`src/core/dsli_pkg.sv`:
```
// constants for the converter serial load interface
package dsli_pkg;
  // ==========================================================================
  // word layout
  localparam int          WORD_W   = 16;
  localparam int          CODE_W   = 12;
  localparam int          CNT_W    = 4;
  localparam int          CMD_MSB  = 15;
  localparam int          CMD_LSB  = 12;
  localparam int          CMD_W    = 4;
  localparam int          PAD_W    = WORD_W - CODE_W;
  localparam int          SYNC_W   = 3;

  // ==========================================================================
  // counts and reset values
  localparam logic [CNT_W-1:0]  LAST_CNT     = 4'hF;
  localparam logic [CNT_W-1:0]  CNT_RST      = 4'h0;
  localparam logic [WORD_W-1:0] SHIFT_RST    = 16'h0000;
  localparam logic [CODE_W-1:0] CODE_RST     = 12'h000;
  localparam logic [PAD_W-1:0]  RB_PAD       = 4'h0;
  localparam logic              EDGE_RST     = 1'b0;
  localparam logic [SYNC_W-1:0] PIN_RST      = 3'h2;

  // ==========================================================================
  // control words in the top nibble
  localparam logic [CMD_W-1:0]  CMD_NOP       = 4'h0;
  localparam logic [CMD_W-1:0]  CMD_LOAD      = 4'h1;
  localparam logic [CMD_W-1:0]  CMD_READBACK  = 4'h2;
  localparam logic [CMD_W-1:0]  CMD_EDGE_RISE = 4'h9;
  localparam logic [CMD_W-1:0]  CMD_EDGE_FALL = 4'hA;

  typedef enum logic [1:0] {ST_IDLE, ST_SHIFT, ST_DONE} dsli_state_t;
endpackage : dsli_pkg

```
`src/core/dsli_pin_if.sv`:
```
// synchronised pin levels and edge pulses between the pin stage and the core
`timescale 1ns/10ps
interface dsli_pin_if;
  logic sclk_rise;
  logic sclk_fall;
  logic sync_n_lvl;
  logic din_lvl;

  modport drive (output sclk_rise, output sclk_fall, output sync_n_lvl, output din_lvl);
  modport take  (input  sclk_rise, input  sclk_fall, input  sync_n_lvl, input  din_lvl);
endinterface : dsli_pin_if

```
`src/core/dsli_top.sv`:
```
// serial load front end of a 12-bit multiplying converter
`timescale 1ns/10ps
// Notes on behaviour
// - reset clears shift register, converter register and edge select to zero
// - sample data on falling serial clock by default; a control word selects rising
// - every serial word enters a 16-bit input shift register
// - frame select low opens the frame; clock and data are ignored while high
// - count active edges after frame select falls; latch on the sixteenth
// - serial output changes on the edge opposite the sampling edge
// - shift register msb drives the serial output for cascading devices
// - readback word loads converter register into shift register for shifting out
// - converter register updates only when a whole frame is latched
// - converter register holds 12-bit code from the low bits of the word
module dsli_top
  import dsli_pkg::*;
(
  input  wire logic                      clk,
  input  wire logic                      srst,
  input  wire logic                      sclk,
  input  wire logic                      sync_n,
  input  wire logic                      serial_data_in,
  output logic                           serial_data_out,
  output logic [dsli_pkg::CODE_W-1:0]    dac_code,
  output logic                           sample_rising
);
  import dsli_pkg::*;

  // ==========================================================================
  // pin synchronisers
  dsli_pin_if pins ();

  dsli_pin_sync u_pin_sync (
    .clk        (clk),
    .srst       (srst),
    .sclk_pin   (sclk),
    .sync_n_pin (sync_n),
    .din_pin    (serial_data_in),
    .sig        (pins.drive)
  );

  // ==========================================================================
  // frame state
  dsli_state_t       state_q;
  dsli_state_t       state_d;
  logic [CNT_W-1:0]  cnt_q;
  logic [CNT_W-1:0]  cnt_d;
  logic [WORD_W-1:0] shift_q;
  logic [WORD_W-1:0] shift_d;
  logic [CODE_W-1:0] dac_q;
  logic [CODE_W-1:0] dac_d;
  logic              edge_rise_q;
  logic              edge_rise_d;
  logic              dout_q;
  logic              dout_d;

  logic              act_edge;
  logic              out_edge;
  logic              in_frame;
  logic              last_bit;
  logic [WORD_W-1:0] word_in;
  logic [CMD_W-1:0]  cmd;

  always_comb begin
    act_edge = edge_rise_q ? pins.sclk_rise : pins.sclk_fall;
    out_edge = edge_rise_q ? pins.sclk_fall : pins.sclk_rise;
    in_frame = (state_q != ST_IDLE) && !pins.sync_n_lvl;
    word_in  = {shift_q[WORD_W-2:0], pins.din_lvl};
    last_bit = act_edge && in_frame && (state_q == ST_SHIFT) && (cnt_q == LAST_CNT);
    cmd      = word_in[CMD_MSB:CMD_LSB];
  end

  // ==========================================================================
  // next-state logic
  always_comb begin
    state_d     = state_q;
    cnt_d       = cnt_q;
    shift_d     = shift_q;
    dac_d       = dac_q;
    edge_rise_d = edge_rise_q;
    dout_d      = dout_q;
    case (state_q)
      ST_IDLE: begin
        if (!pins.sync_n_lvl) begin
          state_d = ST_SHIFT;
          cnt_d   = CNT_RST;
        end
      end
      ST_SHIFT: begin
        if (pins.sync_n_lvl) begin
          state_d = ST_IDLE;
        end else if (act_edge) begin
          shift_d = word_in;
          cnt_d   = cnt_q + 4'h1;
          if (cnt_q == LAST_CNT) begin
            state_d = ST_DONE;
          end
        end
      end
      ST_DONE: begin
        if (pins.sync_n_lvl) begin
          state_d = ST_IDLE;
        end else if (act_edge) begin
          shift_d = word_in;  // extra bits pass on to the next device
        end
      end
      default: begin
        state_d = ST_IDLE;
      end
    endcase
    // latch of a complete word
    if (last_bit) begin
      case (cmd)
        CMD_LOAD: begin
          dac_d = word_in[CODE_W-1:0];
        end
        CMD_READBACK: begin
          shift_d = {RB_PAD, dac_q};
        end
        CMD_EDGE_RISE: begin
          edge_rise_d = 1'b1;
        end
        CMD_EDGE_FALL: begin
          edge_rise_d = 1'b0;
        end
        default: begin
          dac_d = dac_q;
        end
      endcase
    end
    if (in_frame && out_edge) begin
      dout_d = shift_q[WORD_W-1];
    end
  end

  // ==========================================================================
  // registers
  always_ff @(posedge clk) begin
    if (srst) begin
      state_q     <= ST_IDLE;
      cnt_q       <= CNT_RST;
      shift_q     <= SHIFT_RST;
      dac_q       <= CODE_RST;
      edge_rise_q <= EDGE_RST;
      dout_q      <= 1'b0;
    end else begin
      state_q     <= state_d;
      cnt_q       <= cnt_d;
      shift_q     <= shift_d;
      dac_q       <= dac_d;
      edge_rise_q <= edge_rise_d;
      dout_q      <= dout_d;
    end
  end

  // ==========================================================================
  // outputs
  assign serial_data_out = dout_q;
  assign dac_code        = dac_q;
  assign sample_rising   = edge_rise_q;
endmodule : dsli_top

```
`src/core/dsli_pin_sync.sv`:
```
// two-flop synchronisers for the three serial pins plus serial clock edge detect
`timescale 1ns/10ps
module dsli_pin_sync
  import dsli_pkg::*;
(
  input  wire logic   clk,
  input  wire logic   srst,
  input  wire logic   sclk_pin,
  input  wire logic   sync_n_pin,
  input  wire logic   din_pin,
  dsli_pin_if.drive   sig
);
  // bit 0 sclk, bit 1 sync_n, bit 2 data
  logic [SYNC_W-1:0] meta_q;
  logic [SYNC_W-1:0] meta_d;
  logic [SYNC_W-1:0] lvl_q;
  logic [SYNC_W-1:0] lvl_d;
  logic              sclk_old_q;
  logic              sclk_old_d;

  always_comb begin
    meta_d     = {din_pin, sync_n_pin, sclk_pin};
    lvl_d      = meta_q;
    sclk_old_d = lvl_q[0];
  end

  always_ff @(posedge clk) begin
    if (srst) begin
      meta_q     <= PIN_RST;
      lvl_q      <= PIN_RST;
      sclk_old_q <= 1'b0;
    end else begin
      meta_q     <= meta_d;
      lvl_q      <= lvl_d;
      sclk_old_q <= sclk_old_d;
    end
  end

  assign sig.sclk_rise  = lvl_q[0] & ~sclk_old_q;
  assign sig.sclk_fall  = ~lvl_q[0] & sclk_old_q;
  assign sig.sync_n_lvl = lvl_q[1];
  assign sig.din_lvl    = lvl_q[2];
endmodule : dsli_pin_sync

```
`config.mk`:
```
export PLATFORM = sky130hd
export DESIGN_NAME = dsli_top
export DESIGN_NICKNAME = d
export VERILOG_FILES = /design/src/core/dsli_pkg.sv /design/src/core/dsli_pin_if.sv /design/src/core/dsli_top.sv /design/src/core/dsli_pin_sync.sv
export SDC_FILE = /design/constraint.sdc
export NUM_CORES = 1
export LEC_CHECK = 0
export BUFFER_PORTS_ARGS = -buffer_cell sky130_fd_sc_hd__buf_2
export CORE_MARGIN = 5
export CORE_UTILIZATION = 40
export CTS_CLUSTER_SIZE = 40
export DETAILED_ROUTE_END_ITERATION = 6
export HOLD_SLACK_MARGIN = 0.1
export PLACE_DENSITY = 0.7
export SKIP_LAST_GASP = 1
export SYNTH_ARGS = -nofsm -noshare
export SYNTH_HDL_FRONTEND = slang
export SYNTH_SLANG_ARGS = --single-unit
export TNS_END_PERCENT = 5
```
`constraint.sdc`:
```
create_clock -name clk -period 2.1 [get_ports clk]
set_clock_uncertainty 0.1 [all_clocks]
set_input_delay 0.21 -clock clk [delete_from_list [all_inputs] [get_ports clk]]
set_output_delay 0.21 -clock clk [all_outputs]
set_load 0.02 [all_outputs]
```
* Word level (Yosys, flattened, before mapping)
Cells that the tools add are included.
Word-level totals: register bits after elaboration 43, input bits 5, output and inout bits 14, logic and storage cells 60
Cells by class: add/sub/neg operators 1, eq/ne operators 13, muxes and demuxes 18, bitwise logic cells 4, reduce and logical (&&, ||, !) cells 15
Operators by type and width (number):
- 16-bit 2-to-1 mux | 5
- 4-bit equality test (second input constant) | 3
- 4-bit 2-to-1 mux | 3
- 2-bit 2-to-1 mux | 5
- 4-bit case mux with 2 select lines | 1
- 4-bit AND reduction | 2
- 2-bit != test (second input constant) | 3
- 2-bit case mux with 3 select lines | 1
- 2-bit nonzero test | 3
- 1-bit logical AND | 5
- 4-bit by 1-bit adder with 4-bit output (second input constant) | 1
- 4-bit by 1-bit equality test with 1-bit output (second input constant) | 1
- 4-bit by 2-bit equality test with 1-bit output (second input constant) | 1
- 2-bit AND reduction | 2
- 3-bit by 1-bit != test with 1-bit output (second input constant) | 1
- 3-bit by 2-bit != test with 1-bit output (second input constant) | 1
- 1-bit bitwise AND | 2
- 2-bit by 1-bit equality test with 1-bit output (second input constant) | 1
- 2-bit equality test (second input constant) | 1
- 2-bit logical NOT | 1
- 1-bit 2-to-1 mux | 2
- 2-bit by 1-bit != test with 1-bit output (second input constant) | 1
- 1-bit inverter | 2
- 1-bit case mux with 2 select lines | 1
- other kinds (2) | 2

* Longest topological paths before layout
depth in word-level cells 8, gate-level depth with buffers 7, mapped depth without buffers 6

* Cells and area by module
A second synthesis with hierarchy kept.
Second synthesis, totals: cell total of the unflattened synthesis 205, area, all modules 1981.9 µm²
Modules (own cells, without submodules):
- dsli_top | times used 1, cells each 189, area an instance 1785.5 µm², sequential area each 720.7 µm²
- dsli_pin_sync | times used 1, cells each 16, area an instance 196.4 µm², sequential area each 140.1 µm²

* Worst setup path after synthesis
Ideal clock, no wire load.
path kind reg-to-reg, start point register state_q[0], end point register shift_q[2], setup time 70 ps, arrival 1836 ps, data required time 1930 ps, setup slack 94 ps, cell stages (with the launch flop) 8, path buffers 1, clock period less this slack 2006 ps, path through dfxtp_1 -> inv_1 -> ha_1 -> nor4b_2 -> nand4_1 -> or4_4 -> buf_6 -> a21oi_1
Between the ends: cells in the longest elaborated chain, start to end 6, elaborated cells on any way between the ends 11, classes of those cells eq/ne (2); mux (3); reduce/logical (6)
Ends and longest elaborated chain:
- start, declared | line dsli_top.sv:43 | dsli_state_t state_q;
- start signal, assigned | line dsli_top.sv:146 | state_q <= state_d;
- branches (longest 5 deep; another with 16-bit 2-to-1 mux)
- 16-bit 2-to-1 mux (*) | line dsli_top.sv:111 | if (last_bit) begin
- end signal, assigned | line dsli_top.sv:148 | shift_q <= shift_d;
- end, declared | line dsli_top.sv:47 | logic [WORD_W-1:0] shift_q;
Every way passes the cells marked *. A chain may end at the register's enable or synchronous reset.

* Final worst setup path
start point register state_q[1], end point register shift_q[0]
The elaborated chain is that of the path after synthesis.

==> impl_metrics.yaml <==
global_route:
  track_usage_pct: 13.4
  grt_pass1_vias: 1487
  antenna_found_initial: 0
  grt_pass1_wl_mm: 6.78
  grt_max_degree: 27
  grt-ovfl-total: 0
floorplanning:
  die_area_um2: 6440
  core_area_um2: 4750
  core.rowCount: 25
  initial_core_util_pct: 41.5
  die_w_um: 80.3
  io_pins: 19
  die_y_um: 80.3
pwr:
  p_per_area_nw_per_um2: 636
  vdd.ir_drop.worst_mv: 0.487
  power.leakage_nw: 1.06
timing:
  setup_violations: 0
  hold_viol_final: 0
  fin_ws_ns: 0.0885
  timing.final.crit_period_ns: 2.01
  slew_headroom_pct: 55.2
  post-route-period-util_pct: 95.8
  clock.fmax_mhz: 497
  drv_slew: 0
  worstMarginPinSlew_ns: 0.669
cts:
  cts_made_buffers: 5
  htree_levels: 2
  clk_pin_slew_worst_paths_ns: 0.08
  insertion_delay_ns: 0.29
  cts.sinks: 43
  cts_buffer_depth: 2
  root_buffer: "clkbuf_8"
  cts_tree: "yes"
logic_synthesis:
  yosysWarnings: 0
  syn_avg_cell_area_um2: 9.68
  synth-main-ff-cell: "dfxtp_1"
  syn_area_um2: 1970
  synth_nets: 213
  seq_area_frac_synth_pct: 43.6
  synthArstFlopShare_pct: 0
  yosysUniqueCellTypes: 38
  syn_inst: 204
  synth-seq-cells: 43
  synth_edf_count: 0
drt:
  detail_route.first_pass.iterations: 4
  viasPerCell: 5.30
  top_layer: "met4"
  drt-met1-wl_mm: 1.84
  wl_per_cell_um: 13.6
  wl_met3_um: 129
  detail-route-antenna-nets: 0
  dr.first_iter.drc_count: 86
  drc_errors: 0
  wl_mm: 4.03
  dr_wl_met2_mm: 1.97
  vias: 1575
setup_path:
  crit_start: "state_q[1]"
  crit_fanout: 6
  worst-endpoint-required_ns: 2.22
  r2r_cells: 6
  end_kind: "register"
  crit_arrival_ns: 2.13
  endpoint: "shift_q[0]"
  worstSetupPathType: "register to register"
  r2r-start: "state_q[1]"
  startpoint_type: "register"
  reg2reg_to: "shift_q[0]"
  r2r_slack_ns: 0.09
final_layout:
  nNetsFinal: 239
  n_fill_cell: 469
  layout-drive-gt1-share_pct: 23.0
  antenna_cells: 0
  fin_area_um2: 2330
  syn_to_final_growth_pct: 18.0
  utilization_pct: 49.0
run:
  maxCapViolCount: 0
placement:
  post_dp_cell_area_um2: 2150
  io_buffers: 18
  dp_hpwl_mm: 2.66
  place_congestion: 0.747
  place_ws_ns: 0.0474
outcome:
  status: "complete, no violations"
hold_path:
  worstHoldPathCells: 3
  hold_class: "primary input to register"
[cells in the final DEF (no fill, tap or decap), types with 3 or more instances in the layout]
cell type       n
nor2b_1         9
o21ai_0         5
dlygate4sd3_1   3
nor2_1         17
o31ai_1        13
inv_1           6
buf_4          10
a21oi_1        11
ha_1            3
nand3b_1        3
mux2i_1        31
a21oi_2         6
or3_1          13
nor3_1          3
nand2_1         3
buf_2          18
clkbuf_8        5
dfxtp_1        42
[flip-flops by register name, indices dropped and copies added, names as in the netlist]
name / cells
u_pin_sync.lvl_q: 3
state_q: 2
dac_code: 12
u_pin_sync.lvl_d: 3
sample_rising: 1
u_pin_sync.sclk_old_q: 1
cnt_q: 4
serial_data_out: 1
shift_q: 16
[critical path, cell delays in order (launching register included)]
cell and delay [ns]:
dfxtp_1 0.34, inv_1 0.07, ha_2 0.19, nor4b_4 0.28
nand4_1 0.18, or4_4 0.61, a21oi_2 0.17
[cells by family after synthesis]
group | count (synthesis) | synth area share [%]
AND/OR/NAND/NOR | 63 | 18.9
flip-flops | 43 | 43.6
AO/OA/AOI/OAI | 42 | 13.7
multiplexers | 32 | 16.3
buffers and inverters | 19 | 4.50
adder cells (fa/ha/maj) | 4 | 2.53
XOR/XNOR | 1 | 0.444
[final cells by class]
class | count | area [µm²] | area share, %
Timing Repair Buffer | 31 | 195 | 8.38
Clock buffer | 5 | 68.8 | 2.95
Inverter | 6 | 22.5 | 0.967
Tap cell | 67 | 83.8 | 3.60
Multi-Input combinational cell | 143 | 1080 | 46.5
Clock inverter | 2 | 13.8 | 0.591
Sequential cell | 43 | 862 | 37.0
[through the flow]
step / hold slack [ns] / power, mW / std cells / TNS [ns]
floorplan: 0.214 / 0.952 / 204 / 0
global placement: 0.291 / 0.988 / 285 / 0
detailed placement: 0.300 / 0.991 / 285 / 0
CTS: 0.282 / 1.49 / 295 / 0
global route: 0.298 / 1.56 / 297 / -0.00317
finish: 0.280 / 1.48 / 297 / 0
[Yosys cell counts (all sizes together), types with 2 or more instances]
cell	count	share of area, %
mux2i	31	16
nor2	17	3.2
dfxtp	43	44
o2111ai	2	0.89
nor2b	9	2.9
ha	4	2.5
nand2	3	0.57
a21oi	17	4.3
clkbuf	8	1.5
or3	13	4.1
inv	6	1.1
o31ai	13	4.9
or2	2	0.63
o21ai	6	1.7
nand3	2	0.51
nor3	3	0.76
or3b	2	0.89
nor3b	2	1.0
nand3b	3	1.1
buf	5	1.8
[worst min path at each step]
stage	from	to	slack [ns]
after floorplan	sync_n	u_pin_sync.lvl_d[1]	0.21
after global placement	u_pin_sync.lvl_d[1]	u_pin_sync.lvl_q[1]	0.29
after detailed placement	sync_n	u_pin_sync.lvl_d[1]	0.30
after CTS	srst	dac_code[10]	0.28
after global routing	srst	dac_code[8]	0.30
final	srst	dac_code[1]	0.28
[timing repair]
item / 4_1_cts / 5_1_grt
hold buffers: 3 / 0
endpoints found under the setup margin: 0 / 15
hold endpoints to repair: 3 / 0
gates resized for setup: 0 / 12
setup buffers: 0 / 1
[metal layers]
layer,vias to the layer above,global-route usage [%]
met2,29,20.9
met4,0,7.26
met5,-,0
li1,792,-
met1,747,17.0
met3,7,2.91
[where the power goes]
part / switching [mW] / internal, mW / total (mW)
Combinational: 0.0767 / 0.0667 / 0.143
Sequential: 0.0147 / 0.830 / 0.845
Clock: 0.265 / 0.227 / 0.492
Total: 0.357 / 1.12 / 1.48
Note: power is estimated with default switching activity, not from simulation.
